--- src/design/fsp_pkg.sv ---
package fsp_pkg;
  // register byte offsets
  localparam logic [7:0] OFS_MODE_KEY = 8'h00;
  localparam logic [7:0] OFS_MODE_CTRL = 8'h04;
  localparam logic [7:0] OFS_CMD = 8'h08;
  localparam logic [7:0] OFS_ADDR_H = 8'h0C;
  localparam logic [7:0] OFS_ADDR_L = 8'h10;
  localparam logic [7:0] OFS_CMP_H = 8'h14;
  localparam logic [7:0] OFS_CMP_L = 8'h18;
  localparam logic [7:0] OFS_WDATA = 8'h1C;
  localparam logic [7:0] OFS_PROTECT = 8'h20;
  localparam logic [7:0] OFS_STATUS = 8'h24;
  localparam logic [7:0] OFS_SECURITY = 8'h28;
  localparam logic [7:0] OFS_RDATA = 8'h2C;
  // status field positions
  localparam int ST_PROT_ERR = 0;
  localparam int ST_BUSY = 1;
  localparam int ST_SELF = 2;
  localparam int ST_SEC = 3;
  localparam int ST_FAIL = 4;
  localparam int ST_SEC_ERR = 5;
  // key that must precede a mode control write
  localparam logic [7:0] MODE_KEY_VAL = 8'hA5;
  // command codes
  localparam logic [7:0] CMD_NONE = 8'h00;
  localparam logic [7:0] CMD_WRITE = 8'h05;
  localparam logic [7:0] CMD_ERASE = 8'h03;
  localparam logic [7:0] CMD_VERIFY = 8'h04;
  localparam logic [7:0] CMD_BLANK = 8'h08;
  // reset and blank values
  localparam logic [7:0] RST_BYTE = 8'h00;
  localparam logic [7:0] ERASE_VALUE = 8'hFF;
  // timing
  localparam int CLK_PERIOD_NS = 4;
  localparam int HALT_MAX_NS = 10000;
  localparam int HALT_EXTRA_CLK = 2;
  localparam int HALT_REL_CYC = HALT_MAX_NS / CLK_PERIOD_NS + HALT_EXTRA_CLK;
  localparam int HALT_CNT_W = 12;

  // operations passed to the flash macro
  typedef enum logic [1:0] {
    FSP_OP_READ = 2'b00,
    FSP_OP_WRITE = 2'b01,
    FSP_OP_ERASE = 2'b10,
    FSP_OP_BLANK = 2'b11
  } fsp_op_t;

  typedef enum logic [1:0] {
    FSP_IDLE = 2'b00,
    FSP_RUN = 2'b01,
    FSP_CHECK = 2'b10
  } fsp_fsm_t;

  // one register write, valid for one cycle
  typedef struct packed {
    logic en;
    logic [7:0] addr;
    logic [31:0] data;
  } fsp_bus_wr_t;

  // request to the flash macro, held until ack
  typedef struct packed {
    logic req;
    fsp_op_t op;
    logic [12:0] addr;
    logic [7:0] wdata;
  } fsp_flash_req_t;

  // answer from the flash macro
  typedef struct packed {
    logic ack;
    logic fail;
    logic [7:0] rdata;
  } fsp_flash_rsp_t;
endpackage

--- src/design/fsp_sync.sv ---
`timescale 1ns/1ns
// three-stage pin synchroniser; output moves once stages two and three agree
module fsp_sync #(
  parameter logic RST_VAL = 1'b0
) (
  input wire logic hclk,
  input wire logic hresetn,
  input wire logic pin_in,
  output logic sync_out
);
  typedef struct packed {
    logic s1;
    logic s2;
    logic s3;
    logic out;
  } fsp_sync_t;
  fsp_sync_t q, d;

  // s1 is read only by s2
  always_comb begin
    d = q;
    d.s1 = pin_in;
    d.s2 = q.s1;
    d.s3 = q.s2;
    if (q.s2 == q.s3) begin
      d.out = q.s3;
    end
  end

  always_ff @(posedge hclk or negedge hresetn) begin
    if (!hresetn) begin
      q <= {4{RST_VAL}};
    end else begin
      q <= d;
    end
  end

  assign sync_out = q.out;
endmodule

--- src/design/fsp_ahb_slave.sv ---
`timescale 1ns/1ns
// zero-wait ahb-lite slave: reads sampled at address phase, writes in data phase
module fsp_ahb_slave (
  input wire logic hclk,
  input wire logic hresetn,
  input wire logic hsel,
  input wire logic [31:0] haddr,
  input wire logic [1:0] htrans,
  input wire logic hwrite,
  input wire logic [2:0] hsize,
  input wire logic [31:0] hwdata,
  input wire logic hready,
  output logic hreadyout,
  output logic hresp,
  output logic [31:0] hrdata,
  output logic [7:0] rd_addr,
  input wire logic [31:0] rd_data,
  output fsp_pkg::fsp_bus_wr_t bus_wr
);
  typedef struct packed {
    logic wr_pend;
    logic [7:0] wr_addr;
    logic [31:0] rdata;
  } fsp_ahb_t;
  fsp_ahb_t q, d;
  logic take;

  // only word transfers are used; hsize is accepted without check
  assign take = hsel && hready && htrans[1];
  assign rd_addr = haddr[7:0];

  always_comb begin
    d = q;
    d.wr_pend = 1'b0;
    if (take) begin
      d.wr_pend = hwrite;
      d.wr_addr = haddr[7:0];
      // unmapped offsets return zero through the decoder
      d.rdata = hwrite ? 32'h0000_0000 : rd_data;
    end
  end

  always_ff @(posedge hclk or negedge hresetn) begin
    if (!hresetn) begin
      q <= '0;
    end else begin
      q <= d;
    end
  end

  assign hreadyout = 1'b1;
  assign hresp = 1'b0;
  assign hrdata = q.rdata;
  assign bus_wr.en = q.wr_pend;
  assign bus_wr.addr = q.wr_addr;
  assign bus_wr.data = hwdata;
endmodule

--- src/design/fsp_ctrl.sv ---
`timescale 1ns/1ns
// Function
// - security blocks every erase in external programming
// - secured write cannot change stored data
// - cpu stalled while command runs
// - interrupts held pending until normal mode
// - no ram access during a command
// - block erase leaves every byte ffh
// - halt released within 10 us plus 2
// - pins held as in halt state
// - self programming ignores external security
// - protect byte suppresses self-mode write and erase
// - no interrupt serviced in self mode
// - reset during write or erase unguaranteed
module fsp_ctrl (
  input wire logic hclk,
  input wire logic hresetn,
  input wire logic hsel,
  input wire logic [31:0] haddr,
  input wire logic [1:0] htrans,
  input wire logic hwrite,
  input wire logic [2:0] hsize,
  input wire logic [31:0] hwdata,
  input wire logic hready,
  output logic hreadyout,
  output logic hresp,
  output logic [31:0] hrdata,
  input wire logic ext_prog_pin,
  input wire logic cpu_halt,
  output logic halt_release,
  output logic cpu_stall,
  output logic ram_block,
  output logic irq_hold,
  output logic pin_hold,
  output fsp_pkg::fsp_flash_req_t flash_req,
  input wire fsp_pkg::fsp_flash_rsp_t flash_rsp
);
  // whole block state in one record
  typedef struct packed {
    // mode entry: key seen, self mode on
    logic key_ok;
    logic self_mode;
    // firmware registers, low byte only
    logic [7:0] cmd;
    logic [7:0] addr_h;
    logic [7:0] addr_l;
    logic [7:0] cmp_h;
    logic [7:0] cmp_l;
    logic [7:0] wdata;
    logic [7:0] protect;
    logic [7:0] rdata;
    // sticky flags, hardware sets, write one clears; sec_set is set by a write and cleared by reset only
    logic prot_err;
    logic sec_err;
    logic fail;
    logic sec_set;
    // sequencer, release timer, macro request
    fsp_pkg::fsp_fsm_t fsm;
    logic halt_arm;
    logic [fsp_pkg::HALT_CNT_W-1:0] halt_cnt;
    logic halt_rel;
    fsp_pkg::fsp_flash_req_t freq;
  } fsp_ctrl_t;

  // timer starts at zero and the pulse leaves a flop,
  // so the last count is one short of the release time
  localparam logic [fsp_pkg::HALT_CNT_W-1:0] HALT_LAST =
    fsp_pkg::HALT_CNT_W'(fsp_pkg::HALT_REL_CYC - 1);

  fsp_ctrl_t q, d;
  fsp_pkg::fsp_bus_wr_t bus_wr;
  logic [7:0] rd_addr;
  logic [31:0] rd_data;
  logic ext_prog; // programmer attached, synchronised
  logic [12:0] cmd_addr; // byte address from the pointers
  logic [7:0] status;

  // external programming mode strap arrives on a pin
  // it may move at any time, hence the full synchroniser
  fsp_sync #(
    .RST_VAL(1'b0)
  ) u_sync_ext (
    .hclk(hclk),
    .hresetn(hresetn),
    .pin_in(ext_prog_pin),
    .sync_out(ext_prog)
  );

  // register bus
  // zero wait: every request answered in the next cycle
  fsp_ahb_slave u_ahb (
    .hclk(hclk),
    .hresetn(hresetn),
    .hsel(hsel),
    .haddr(haddr),
    .htrans(htrans),
    .hwrite(hwrite),
    .hsize(hsize),
    .hwdata(hwdata),
    .hready(hready),
    .hreadyout(hreadyout),
    .hresp(hresp),
    .hrdata(hrdata),
    .rd_addr(rd_addr),
    .rd_data(rd_data),
    .bus_wr(bus_wr)
  );

  // bits 5-7 of the high pointer are ignored, firmware keeps them clear
  // a stray set bit is dropped so it cannot reach a wrong block
  assign cmd_addr = {q.addr_h[4:0], q.addr_l};

  // protect byte: one bit guards four blocks of the 32
  // erase checks the pointer block, so keep compare equal to it
  function automatic logic is_protected(input logic [7:0] prot,
                                        input logic [7:0] hi);
    is_protected = prot[hi[4:2]];
  endfunction

  // write and erase are the commands that alter the array
  function automatic logic is_alter(input logic [7:0] c);
    is_alter = (c == fsp_pkg::CMD_WRITE) || (c == fsp_pkg::CMD_ERASE);
  endfunction

  // any state but idle means a command owns the macro
  function automatic logic is_busy(input fsp_pkg::fsp_fsm_t s);
    is_busy = (s != fsp_pkg::FSP_IDLE);
  endfunction

  // status word assembled from live state
  // busy mirrors the stall, so firmware can poll it after a wake
  always_comb begin
    status = 8'h00;
    status[fsp_pkg::ST_PROT_ERR] = q.prot_err;
    status[fsp_pkg::ST_BUSY] = is_busy(q.fsm);
    status[fsp_pkg::ST_SELF] = q.self_mode;
    status[fsp_pkg::ST_SEC] = q.sec_set;
    status[fsp_pkg::ST_FAIL] = q.fail;
    status[fsp_pkg::ST_SEC_ERR] = q.sec_err;
  end

  // read decode; unmapped offsets answer zero
  // key register is write-only, a read never shows the key
  always_comb begin
    rd_data = 32'h0000_0000;
    unique case (rd_addr)
      fsp_pkg::OFS_MODE_CTRL: rd_data[0] = q.self_mode;
      fsp_pkg::OFS_CMD: rd_data[7:0] = q.cmd;
      fsp_pkg::OFS_ADDR_H: rd_data[7:0] = q.addr_h;
      fsp_pkg::OFS_ADDR_L: rd_data[7:0] = q.addr_l;
      fsp_pkg::OFS_CMP_H: rd_data[7:0] = q.cmp_h;
      fsp_pkg::OFS_CMP_L: rd_data[7:0] = q.cmp_l;
      fsp_pkg::OFS_WDATA: rd_data[7:0] = q.wdata;
      fsp_pkg::OFS_PROTECT: rd_data[7:0] = q.protect;
      fsp_pkg::OFS_STATUS: rd_data[7:0] = status;
      fsp_pkg::OFS_SECURITY: rd_data[0] = q.sec_set;
      fsp_pkg::OFS_RDATA: rd_data[7:0] = q.rdata;
      default: rd_data = 32'h0000_0000;
    endcase
  end

  // next state: register writes, halt release, command sequencer
  always_comb begin
    d = q;
    d.halt_rel = 1'b0;

    // software side; the cpu is stalled while busy so no writes arrive then
    // a write that slips in mid-command still lands
    if (bus_wr.en) begin
      // key only counts for the very next write
      d.key_ok = 1'b0;
      unique case (bus_wr.addr)
        fsp_pkg::OFS_MODE_KEY: begin
          d.key_ok = (bus_wr.data[7:0] == fsp_pkg::MODE_KEY_VAL);
        end
        fsp_pkg::OFS_MODE_CTRL: begin
          // mode changes only after the key, guarding stray writes
          if (q.key_ok) begin
            d.self_mode = bus_wr.data[0];
            // entry arms the automatic release of the next halt
            d.halt_arm = bus_wr.data[0];
            d.halt_cnt = '0;
          end
        end
        fsp_pkg::OFS_CMD: d.cmd = bus_wr.data[7:0];
        fsp_pkg::OFS_ADDR_H: d.addr_h = bus_wr.data[7:0];
        fsp_pkg::OFS_ADDR_L: d.addr_l = bus_wr.data[7:0];
        fsp_pkg::OFS_CMP_H: d.cmp_h = bus_wr.data[7:0];
        fsp_pkg::OFS_CMP_L: d.cmp_l = bus_wr.data[7:0];
        fsp_pkg::OFS_WDATA: d.wdata = bus_wr.data[7:0];
        fsp_pkg::OFS_PROTECT: d.protect = bus_wr.data[7:0];
        fsp_pkg::OFS_STATUS: begin
          // write one to clear; a same-cycle set below still wins
          if (bus_wr.data[fsp_pkg::ST_PROT_ERR]) begin
            d.prot_err = 1'b0;
          end
          if (bus_wr.data[fsp_pkg::ST_FAIL]) begin
            d.fail = 1'b0;
          end
          if (bus_wr.data[fsp_pkg::ST_SEC_ERR]) begin
            d.sec_err = 1'b0;
          end
        end
        fsp_pkg::OFS_SECURITY: begin
          // set-once, only by the external programmer; reset alone clears
          if (ext_prog && bus_wr.data[0]) begin
            d.sec_set = 1'b1;
          end
        end
        default: begin
        end
      endcase
    end

    // automatic halt release after the fixed worst-case time
    // only halted cycles count; an early wake pauses the timer
    // rather than restarting it, a simpler counter for less accuracy
    if (q.halt_arm && cpu_halt) begin
      if (q.halt_cnt == HALT_LAST) begin
        d.halt_rel = 1'b1;
        d.halt_arm = 1'b0;
        d.halt_cnt = '0;
      end else begin
        d.halt_cnt = q.halt_cnt + 1'b1;
      end
    end

    // command sequencer
    unique case (q.fsm)
      fsp_pkg::FSP_IDLE: begin
        // a command starts on the write of a nonzero code in self mode or with the programmer attached
        // refusals below undo the start, nothing reaches the macro
        if (bus_wr.en && bus_wr.addr == fsp_pkg::OFS_CMD &&
            bus_wr.data[7:0] != fsp_pkg::CMD_NONE && (q.self_mode || ext_prog)) begin
          d.freq.addr = cmd_addr;
          d.freq.wdata = q.wdata;
          d.freq.req = 1'b1;
          d.fsm = fsp_pkg::FSP_RUN;
          unique case (bus_wr.data[7:0])
            fsp_pkg::CMD_WRITE: d.freq.op = fsp_pkg::FSP_OP_WRITE;
            fsp_pkg::CMD_ERASE: begin
              // whole block from its first byte, filled with the blank value
              d.freq.op = fsp_pkg::FSP_OP_ERASE;
              d.freq.addr = {q.cmp_h[4:0], 8'h00};
              d.freq.wdata = fsp_pkg::ERASE_VALUE;
            end
            fsp_pkg::CMD_VERIFY: d.freq.op = fsp_pkg::FSP_OP_READ;
            fsp_pkg::CMD_BLANK: d.freq.op = fsp_pkg::FSP_OP_BLANK;
            default: begin
              // unknown code: nothing to run
              d.freq.req = 1'b0;
              d.fsm = fsp_pkg::FSP_IDLE;
            end
          endcase
          if (q.self_mode && is_alter(bus_wr.data[7:0]) &&
              is_protected(q.protect, q.addr_h)) begin
            // only the protect byte gates self programming, security does not
            d.prot_err = 1'b1;
            d.freq.req = 1'b0;
            d.fsm = fsp_pkg::FSP_IDLE;
          end else if (!q.self_mode && q.sec_set &&
                       bus_wr.data[7:0] == fsp_pkg::CMD_ERASE) begin
            // batch-erase security refuses external erase outright
            d.sec_err = 1'b1;
            d.freq.req = 1'b0;
            d.fsm = fsp_pkg::FSP_IDLE;
          end else if (!q.self_mode && q.sec_set &&
                       bus_wr.data[7:0] == fsp_pkg::CMD_WRITE) begin
            // read back first; only an identical byte may be written
            d.freq.op = fsp_pkg::FSP_OP_READ;
            d.fsm = fsp_pkg::FSP_CHECK;
          end
        end
      end
      fsp_pkg::FSP_RUN: begin
        // cpu and ram stay blocked until the macro answers
        // no timeout here: the macro takes as long as it needs
        if (flash_rsp.ack) begin
          d.freq.req = 1'b0;
          d.fsm = fsp_pkg::FSP_IDLE;
          d.rdata = flash_rsp.rdata;
          if (flash_rsp.fail) begin
            d.fail = 1'b1;
          end
          // verify compares against the expected byte
          if (q.freq.op == fsp_pkg::FSP_OP_READ && flash_rsp.rdata != q.wdata) begin
            d.fail = 1'b1;
          end
        end
      end
      fsp_pkg::FSP_CHECK: begin
        // programming only clears bits, so a differing byte
        // could not be undone while erase is locked
        if (flash_rsp.ack) begin
          d.rdata = flash_rsp.rdata;
          if (flash_rsp.rdata == q.wdata) begin
            // same data: write is harmless, go ahead
            d.freq.op = fsp_pkg::FSP_OP_WRITE;
            d.fsm = fsp_pkg::FSP_RUN;
          end else begin
            d.sec_err = 1'b1;
            d.freq.req = 1'b0;
            d.fsm = fsp_pkg::FSP_IDLE;
          end
        end
      end
      default: begin
        // unused state code: drop the request, back to idle
        d.freq.req = 1'b0;
        d.fsm = fsp_pkg::FSP_IDLE;
      end
    endcase
  end

  // reset aborts any running operation; array contents then undefined
  // the macro sees the request fall at once, mid-operation
  always_ff @(posedge hclk or negedge hresetn) begin
    if (!hresetn) begin
      q <= '0;
    end else begin
      q <= d;
    end
  end

  // cpu fetch and ram port are frozen for the whole command
  // both are a decode of the two state flops, not flops of their own
  assign cpu_stall = is_busy(q.fsm);
  assign ram_block = is_busy(q.fsm);
  // interrupts stay pending while in self mode
  assign irq_hold = q.self_mode;
  // port drivers keep the halt-state levels
  // port logic freezes its drivers on this level, as in halt
  assign pin_hold = q.self_mode;
  assign halt_release = q.halt_rel;
  assign flash_req = q.freq;
endmodule

--- config.mk ---
export PLATFORM = sky130hd
export DESIGN_NAME = fsp_ctrl
export DESIGN_NICKNAME = d
export VERILOG_FILES = /design/src/design/fsp_pkg.sv /design/src/design/fsp_sync.sv /design/src/design/fsp_ahb_slave.sv /design/src/design/fsp_ctrl.sv
export SDC_FILE = /design/constraint.sdc
export NUM_CORES = 1
export LEC_CHECK = 0
export ABC_CLOCK_PERIOD_IN_PS = 3100
export BUFFER_PORTS_ARGS = -buffer_cell sky130_fd_sc_hd__buf_2
export CAP_MARGIN = 10
export CORE_AREA = 3 3 129 100
export CTS_CLUSTER_SIZE = 25
export DETAILED_ROUTE_END_ITERATION = 12
export DIE_AREA = 0 0 132 103
export HOLD_SLACK_MARGIN = 0.05
export PLACE_DENSITY = 0.85
export SLEW_MARGIN = 30
export SYNTH_ARGS = -nofsm -noshare
export SYNTH_HDL_FRONTEND = slang
export SYNTH_SLANG_ARGS = --single-unit
--- constraint.sdc ---
create_clock -name hclk -period 3.1 [get_ports hclk]
set_input_delay 0.155 -clock hclk [delete_from_list [all_inputs] [get_ports hclk]]
set_output_delay 0.155 -clock hclk [all_outputs]
set_load 0.01 [all_outputs]
==> impl_results.md, run 1 <==
- Run status: finished, final reports clean
- Total CTS buffers: 17
- Synthesized flop and latch total: 131
- Slew Limit Fails: 0
- Uppermost layer routed: met4
- Register area: roughly 3300 um2
- Sequential share of the synthesized area: 0.4752
- First-pass GRT wire length: about 29000 um
- Via/cell ratio: about 6.1
- Synth Warn #: 0
- H-tree levels: 4
- PwrDens: approximately 600 nW/um2
- Fin crit share: 0.8131
- Post-route setup TNS: 0 ns
- Area contributors post-synth: dfrtp_1 48%, mux2_2 11%, buf_4 5.7%
- Prevailing post-synth register cell: dfrtp_1
- Relative slew slack: 0.3567
- Routed length per instance: between 20 and 25 um
- Largest area contributor in the netlist: dfrtp_1
- Grt ovf: 0
- Die Height: about 100 um
- Total power: between 4 and 5 mW
- Endpoints failing hold: 0
- Clk Tree Root Cell: clkbuf_16
- Worst hold path type: in -> reg
- Tmin final: 2.521 ns
- Lkg Pwr: 3.652 nW
- Top-Level Pins: 149
- Crit path DAT: between 2 and 3 ns
- Share of layout cells above drive strength 1: 0.2582
- CTS tree: done
- Placed inst area: around 7100 um2
- Port buffer count: 70
- Worst-Margin Slew: 0.9561 ns
- Clk_lat worst skew: roughly 0.42 ns
- Place WS: 0.6113 ns
- EDFF count, synth: 0
- Avg Synthesized Cell Area: a little over 10 um2
- Crit path max fanout: 7
- Layout area overhead: 13.93%
- Pin count of the biggest net entering global routing: between 70 and 80
- Worst Path Required: between 3 and 4 ns
- Clock sinks: 131
- Starting Density: 0.5941
- Max-cap violations: 0
- Routed wl met2: slightly below 9000 um
- Worst-path clk slew: about 0.060 ns
- Post-layout util: 0.6768
- Post-route ant nets: 0
- Number of global-route vias before repair: between 5k and 6k
- Final WS setup: just under 0.6 ns
- Synthesized cell area: 6899 um2
- Synth Instances: between 600 and 700
- DRT Wirelength: 18500 um
- Post-DP HPWL: between 10000 and 15000 um
- Rows: 34
- DR iter-0 viols: 465
- Die ar.: roughly 14000 um2
- Initial antenna violation count: 0
- Max Freq: between 300 and 400 MHz
- Core Area: roughly 12000 um2
- Synth top area share: 0.4752
- Top cells by count, synth: 131 x dfrtp_1, 89 x nand2_1, 67 x mux2_2, 65 x o21ai_0, 52 x buf_4
- Filler instances: slightly below 900
- Clock Skew: around 0.0090 ns
- Post-synthesis cell type count: 65
- CP endpoint kind: flop
- Cell area after layout: about 8000 um2
- Gr usage total: 0.2791
- VDD IR max: 0.4583 mV
- N_diodes: 0
- Reg2reg setup slack: ~0.58 ns
- RSZ-0062 raised after global routing: no
- Count leader, synth: dfrtp_1
- Metal-1 WL: just under 8000 um
- Final Setup Violations: 0
- Via count: ~5.4k
- Nets: slightly above 800
- Chip width: ~130 um
- Gpl congestion: about 0.94
- DR WL met3: between 1000 and 1500 um
- Post-CTS setup buffers: 0
- DRC Markers: 0
- Critical path type: reg -> reg
- Iteration count of the initial detailed-routing pass: 5
- Startpoint Class: flop
- Multi-input gate area: 3138 um2
- FFs w/ async S/R, synth: 1.000
- Clock tree buffer depth: 2
path summary, 6_finish.rpt:
check / cells past startpoint / to / startpoint
min in group asynchronous: 2 / flash_req[9] / hresetn
max: 5 / flash_req[23] / u_ahb.bus_wr[33]
max reg2reg: 5 / flash_req[23] / u_ahb.bus_wr[33]
min reg2reg: 0 / u_sync_ext.d[1] / u_sync_ext.d[2]
max in group asynchronous: 3 / cmd_addr[12] / hresetn
min: 2 / q[47] / flash_rsp[3]
flip-flops by register name (all words and copies together), names as in the netlist:
signal	flops
q	71
cmd_addr	13
halt_release	1
irq_hold	1
u_sync_ext.q	1
flash_req	24
u_sync_ext.d	2
u_ahb.hrdata	8
u_sync_ext.sync_out	1
u_ahb.bus_wr	9
routing by layer:
metal  up-vias  GRT usage
met5         -          0
met4         0     0.1082
met1      2714     0.3735
met2       256     0.4602
met3        40    0.05268
li1       2430          -
through the flow:
stage | cells | hold slack [ns]
after floorplan | 689 | -0.1406
after global placement | 847 | 0.2632
after detailed placement | 847 | 0.2660
after CTS | 894 | 0.05165
after global routing | 894 | 0.06164
final | 894 | 0.05572
power by group:
group          total (mW)  switching [mW]  internal (mW)
Clock                2.13           0.838           1.29
Sequential           1.99           0.128           1.86
Combinational       0.600           0.343          0.257
cell usage in the layout (no fill, tap or decap), drive strengths merged, types with 9 or more instances in the layout:
cell	Yosys	layout
o21ai	67	67
dlygate4sd3	0	15
nand3	15	15
dfrtp	131	131
mux2i	21	21
inv	17	24
mux2	68	68
xor2	9	9
a21oi	17	17
nor2	23	23
conb	2	26
and3	9	9
clkbuf	20	17
nand2	89	89
buf	61	77
cell type report:
cell class / instances / area share
inverter: 17 / 0.008118
tap: 162 / 0.02579
timing repair buffer: 92 / 0.07068
clock inverter: 15 / 0.02499
clock buffer: 17 / 0.05412
multi-input combinational: 460 / 0.3992
sequential: 131 / 0.4171
cell families after synthesis:
logic type | count (synthesis) | synth area share
and+or+nand+nor | 190 | 0.1367
other | 2 | 0.001089
AOI/OAI and AO/OA | 135 | 0.1253
adders and majority gates | 6 | 0.01052
xor gates and xnor gates | 10 | 0.01270
buffers and inverters | 98 | 0.08397
muxes | 93 | 0.1545
DFF | 131 | 0.4752
worst max-delay path: stages (launching register included):
cell and delay, ns:
dfrtp_1 0.42, nor4b_1 0.56, nor3b_2 0.56, o211ai_4 0.22
a2bb2oi_1 0.29, mux2_1 0.35
what timing repair did:
action,4_1_cts,5_1_grt
gates resized for setup,0,0
hold buffers,15,0
endpoints found under the setup margin,0,0
hold endpoints to repair,81,0
No activity file was read; power rests on OpenSTA's default activity.
==> run 2, diff against run 1 <==
- ABC_CLOCK_PERIOD_IN_PS: 3100 -> 2350
- CORE_AREA: 3 3 129 100 -> 3 3 134 103
- DIE_AREA: 0 0 132 103 -> 0 0 137 106
- PLACE_DENSITY: 0.85 -> 0.8
- clock period: 3.1 -> 2.35 ns (I/O delays scaled with it)
==> impl_results.md, run 2 (same netlist as run 1, synthesis figures left out) <==
- Place WS: 0.05106 ns (-0.5602 ns)
- DR iter-0 viols: 711 (+53%)
- Inst Count DP: 873 (+3.1%)
- Top-Level Pins: 149 (unchanged)
- Post-layout util: 0.6506 (-0.02619)
- Core Area: 12440 um2 (+7.1%)
- Die ar.: 14520 um2 (+6.8%)
- GR Layer Usage met1: 0.3623 (-0.01119)
- M2 GR Usage: 0.3887 (-0.07147)
- Chip width: 137 um (+3.8%)
- Nets: 835 (+3.1%)
- Hold Slack: 0.09285 ns (+0.03713 ns)
- Layout area overhead: 17.28%
- Multi-input gate area: 3151 um2 (+0.40%)
- Max-cap violations: 0 (unchanged)
- Clock Skew: 0.008776 ns (-0.0002045 ns)
- Register area: 3278 um2 (unchanged)
- Grt ovf: 0 (unchanged)
- Total power: 6.272 mW (+33%)
- Die Height: 106 um (+2.9%)
- Worst-path clk slew: 0.06 ns (about the same)
- Number of global-route vias before repair: 5249 (-3.2%)
- Gr usage total: 0.2568 (-0.02230)
- Via/cell ratio: 5.931 (-2.5%)
- Most frequent cells in the layout: 131 x dfrtp_1, 89 x nand2_1, 69 x buf_2
- PwrDens: 775.1 nW/um2 (+29%)
- Gpl congestion: 0.9410 (-0.29%)
- Max Freq: 444.1 MHz (+12%)
- Total CTS buffers: 17 (unchanged)
- Run status: finished, final reports clean
- Startpoint Class: flop
- CP endpoint kind: flop
- Share of layout cells above drive strength 1: 0.2814 (+0.02318)
- Initial antenna violation count: 0 (unchanged)
- Port buffer count: 70 (unchanged)
- Tmin final: 2.252 ns (-0.2690 ns)
- Post-route setup TNS: 0 ns (unchanged)
- Via count: 5474 (+0.63%)
- DRC Markers: 0 (unchanged)
- Starting Density: 0.5547 (-0.03932)
- Placed inst area: 7264 um2 (+2.6%)
- Worst Path Required: 2.65 ns (-0.75 ns)
- Pin count of the biggest net entering global routing: 64 (-9.9%)
- Reg with most FFs: q
- Post-DP HPWL: 12780 um (+0.37%)
- Routed length per instance: 19.54 um (-5.6%)
- DRT Wirelength: 18040 um (-2.5%)
- Clk Tree Root Cell: clkbuf_16
- First-pass GRT wire length: 28580 um (-2.3%)
- GR peak layer: met2
- GR Util met3: 0.06008 (+0.007393)
- Lkg Pwr: 3.778 nW (+3.5%)
- Worst-Margin Slew: 0.5813 ns (-0.3747 ns)
- Filler instances: 962 (+11%)
- CTS tree: done
- Slew Limit Fails: 0 (unchanged)
- Max reg flops: 71 (unchanged)
- Most common cell after layout, fill and taps aside: dfrtp_1
- Clock sinks: 131 (unchanged)
- H-tree levels: 4 (unchanged)
- Fin crit share: 0.9582 (+0.1451)
- Critical path type: reg -> reg
- Endpoints failing hold: 0 (unchanged)
- N_diodes: 0 (unchanged)
- Relative slew slack: 0.6089 (+0.2521)
- Final Setup Violations: 0 (unchanged)
- Post-route ant nets: 0 (unchanged)
- Final Non-Filler Cells: 923 (+3.2%)
- Clock tree buffer depth: 2 (unchanged)
- Final WS setup: 0.09825 ns (-0.4810 ns)
- Rows: 35 (+2.9%)
- Crit path DAT: 2.55 ns (-0.27 ns)
- RSZ-0062 raised after global routing: no
- VDD IR max: 0.5503 mV (+20%)
- Cell area after layout: 8092 um2 (+2.9%)
- Iteration count of the initial detailed-routing pass: 5 (unchanged)
- Crit path max fanout: 7 (unchanged)
- Worst hold path type: in -> reg
- Clk_lat worst skew: 0.42 ns (about the same)
[run 2: cell types whose count changed in the layout (fill, tap and decap cells not counted), sizes merged]
cell	delta
buf	+22
inv	-5
clkbuf	+4
dlygate4sd3	+3
clkinvlp	+1
[run 2: timing repair]
| item | 4_1_cts | 5_1_grt |
|---|---|---|
| setup endpoints to repair | 0 | 2 |
| setup buffers | 0 | 0 |
| endpoints found under the hold margin | 56 | 0 |
| hold buffers | 18 | 0 |
| resized for setup | 0 | 2 |
[run 2: area by class of cell]
type | instances | area share
Sequential cell | 131 | 0.4051
Multi-Input combinational cell | 460 | 0.3894
Timing Repair Buffer | 117 | 0.09433
Clock buffer | 21 | 0.05938
Tap cell | 166 | 0.02567
Clock inverter | 11 | 0.01825
Inverter | 17 | 0.007886
[run 2: worst paths after layout]
kind	startpoint	end	slack, ns	depth (start not counted)
setup / recovery	u_ahb.bus_wr[37]	flash_req[23]	0.1	6
hold / removal	hwdata[1]	cmd_addr[9]	0.09	2
setup reg to reg	u_ahb.bus_wr[37]	flash_req[23]	0.1	6
hold reg to reg	u_sync_ext.d[2]	u_sync_ext.d[1]	0.35	0
max in group asynchronous	hresetn	q[52]	1.38	3
min in group asynchronous	hresetn	flash_req[11]	0.22	2
[run 2: report_power, final]
group | internal (mW) | switching, mW
Combinational | 0.371 | 0.457
Clock | 1.78 | 1.03
Sequential | 2.45 | 0.180
Total | 4.61 | 1.67
[run 2: critical path, cell delays in order, from the launching register on]
cell	delay [ns]
dfrtp_1	0.39
or4b_4	0.56
nor3b_2	0.27
buf_4	0.23
o211ai_4	0.13
a2bb2oi_2	0.20
mux2_1	0.35
[run 2: routing by layer]
metal	up-vias	share of wire	wire length (um)
li1	2473	-	-
met1	2694	0.42	7641
met2	270	0.47	8558
met3	37	0.080	1450
met4	0	0.022	390
met5	-	0	0
==> run 3, diff against run 2 <==
- PLACE_DENSITY: 0.8 -> 0.81
- SKIP_LAST_GASP: not set -> 1
==> impl_results.md, run 3 (same netlist as run 1, synthesis figures left out) <==
- Crit path max fanout: 7 (unchanged)
- Routed wl met2: 8977 um (+4.9%)
- Worst-Margin Slew: 0.7014 ns (+0.1201 ns)
- PwrDens: 770.5 nW/um2 (-0.60%)
- Total power: 6.204 mW (-1.1%)
- Register area: 3278 um2 (unchanged)
- Worst hold path type: in -> reg
- Clock Skew: 0.008997 ns (+0.0002206 ns)
- DR WL met3: 1499 um (+3.4%)
- Slowest-stage cell, CP: or4b_4
- Clock sinks: 131 (unchanged)
- Top-Level Pins: 149 (unchanged)
- Max-cap violations: 0 (unchanged)
- Crit path DAT: 2.59 ns (+0.04 ns)
- Reg with most FFs: q
- DRC Markers: 0 (unchanged)
- Via/cell ratio: 6.124 (+3.3%)
- Worst-path clk slew: 0.06 ns (about the same)
- CP endpoint kind: flop
- N_diodes: 0 (unchanged)
- Gr usage total: 0.2603 (+0.003504)
- DR iter-0 viols: 577 (-19%)
- Most common cell after layout, fill and taps aside: dfrtp_1
- Worst Path Required: 2.65 ns (about the same)
- Slew Limit Fails: 0 (unchanged)
- Multi-input gate area: 3144 um2 (-0.20%)
- Endpoints failing hold: 0 (unchanged)
- Starting Density: 0.5547 (unchanged)
- Clk Tree Root Cell: clkbuf_16
- Nets: 831 (-0.48%)
- Port buffer count: 70 (unchanged)
- Lkg Pwr: 3.766 nW (-0.33%)
- Initial antenna violation count: 0 (unchanged)
- Via count: 5622 (+2.7%)
- Tmin final: 2.292 ns (+0.04073 ns)
- Chip width: 137 um (unchanged)
- VDD IR max: 0.5138 mV (-6.6%)
- Iteration count of the initial detailed-routing pass: 5 (unchanged)
- Fin crit share: 0.9755 (+0.01733)
- Clock tree buffer depth: 2 (unchanged)
- Die ar.: 14520 um2 (unchanged)
- Gpl congestion: 0.9734 (+3.4%)
- Post-DP HPWL: 12610 um (-1.3%)
- Routed length per instance: 20.26 um (+3.7%)
- CTS tree: done
- Metal-1 WL: 7611 um (-0.39%)
- Place WS: 0.05761 ns (+0.006557 ns)
- Run status: finished, final reports clean
- Max reg flops: 71 (unchanged)
- Post-route setup TNS: 0 ns (unchanged)
- Relative slew slack: 0.5324 (-0.07648)
- Post-route ant nets: 0 (unchanged)
- Filler instances: 949 (-1.4%)
- Core Area: 12440 um2 (unchanged)
- Die Height: 106 um (unchanged)
- Startpoint Class: flop
- Grt ovf: 0 (unchanged)
- Largest stage delay, worst path: 0.57 ns (about the same)
- Final WS setup: 0.05751 ns (-0.04073 ns)
- Critical-path cell list: or4b_4 -> nor3b_2 -> buf_4 -> o211ai_4 -> a2bb2oi_2 -> mux2_1
- First-pass GRT wire length: 29140 um (+2.0%)
- Post-layout util: 0.6475 (-0.003119)
- Uppermost layer routed: met4
- Total CTS buffers: 17 (unchanged)
- Share of layout cells above drive strength 1: 0.2753 (-0.006108)
- Max Freq: 436.2 MHz (-1.8%)
- Final Setup Violations: 0 (unchanged)
- RSZ-0062 raised after global routing: no
- Most frequent cells in the layout: 131 x dfrtp_1, 89 x nand2_1, 69 x buf_2
- Pin count of the biggest net entering global routing: 53 (-17%)
- Layout area overhead: 16.72%
- Critical path type: reg -> reg
- Clk_lat worst skew: 0.42 ns (about the same)
- H-tree levels: 4 (unchanged)
- Number of global-route vias before repair: 5534 (+5.4%)
- Rows: 35 (unchanged)
- DRT Wirelength: 18600 um (+3.1%)
run 3: power by group:
| part | switching (mW) | internal (mW) |
|---|---|---|
| Sequential | 0.177 | 2.45 |
| Combinational | 0.462 | 0.363 |
| Clock | 1.03 | 1.72 |
run 3: repair_timing:
action / CTS / global route
setup buffers: 0 / 3
resized for setup: 0 / 2
setup endpoints to repair: 0 / 8
hold endpoints to repair: 66 / 0
hold buffers: 18 / 0
run 3: worst max-delay path, delay by kind of cell, from the launching register on:
kind / cells / cell delay [ns]
AND/OR/NAND/NOR: 2 / 0.83
flip-flops: 1 / 0.41
multiplexers: 1 / 0.34
AO/OA/AOI/OAI: 2 / 0.36
buffers and inverters: 1 / 0.21
run 3: cell type report:
class | instances | share of cell area
Timing Repair Buffer | 113 | 0.09307
Clock inverter | 12 | 0.01942
Multi-Input combinational cell | 460 | 0.3905
Sequential cell | 131 | 0.4071
Tap cell | 166 | 0.02579
Inverter | 17 | 0.007924
Clock buffer | 19 | 0.05625
run 3: per-layer routing:
layer,track usage,vias to the layer above
met3,0.05771,56
met1,0.3402,2815
met4,0.1061,0
met5,0,-
li1,-,2462
met2,0.4206,289
run 3: per-stage QoR:
| step | cells | hold WS [ns] | cell area [um2] |
|---|---|---|---|
| after floorplan | 689 | -0.1781 | 6989 |
| after global placement | 866 | 0.1892 | 7224 |
| after detailed placement | 866 | 0.2045 | 7224 |
| final | 918 | 0.09299 | 8053 |
| after CTS | 915 | 0.07675 | 8014 |
| after global routing | 918 | 0.09408 | 8053 |
run 3: final timing paths:
kind,start,endpoint,slack (ns),depth (start not counted)
min in group asynchronous,hresetn,flash_req[12],0.29,2
worst max-delay path,u_ahb.bus_wr[37],flash_req[23],0.06,6
worst min-delay path,flash_rsp[9],q[39],0.09,4
worst max register to register,u_ahb.bus_wr[37],flash_req[23],0.06,6
max in group asynchronous,hresetn,u_ahb.bus_wr[36],1.37,3
worst min register to register,u_sync_ext.d[2],u_sync_ext.d[1],0.35,0
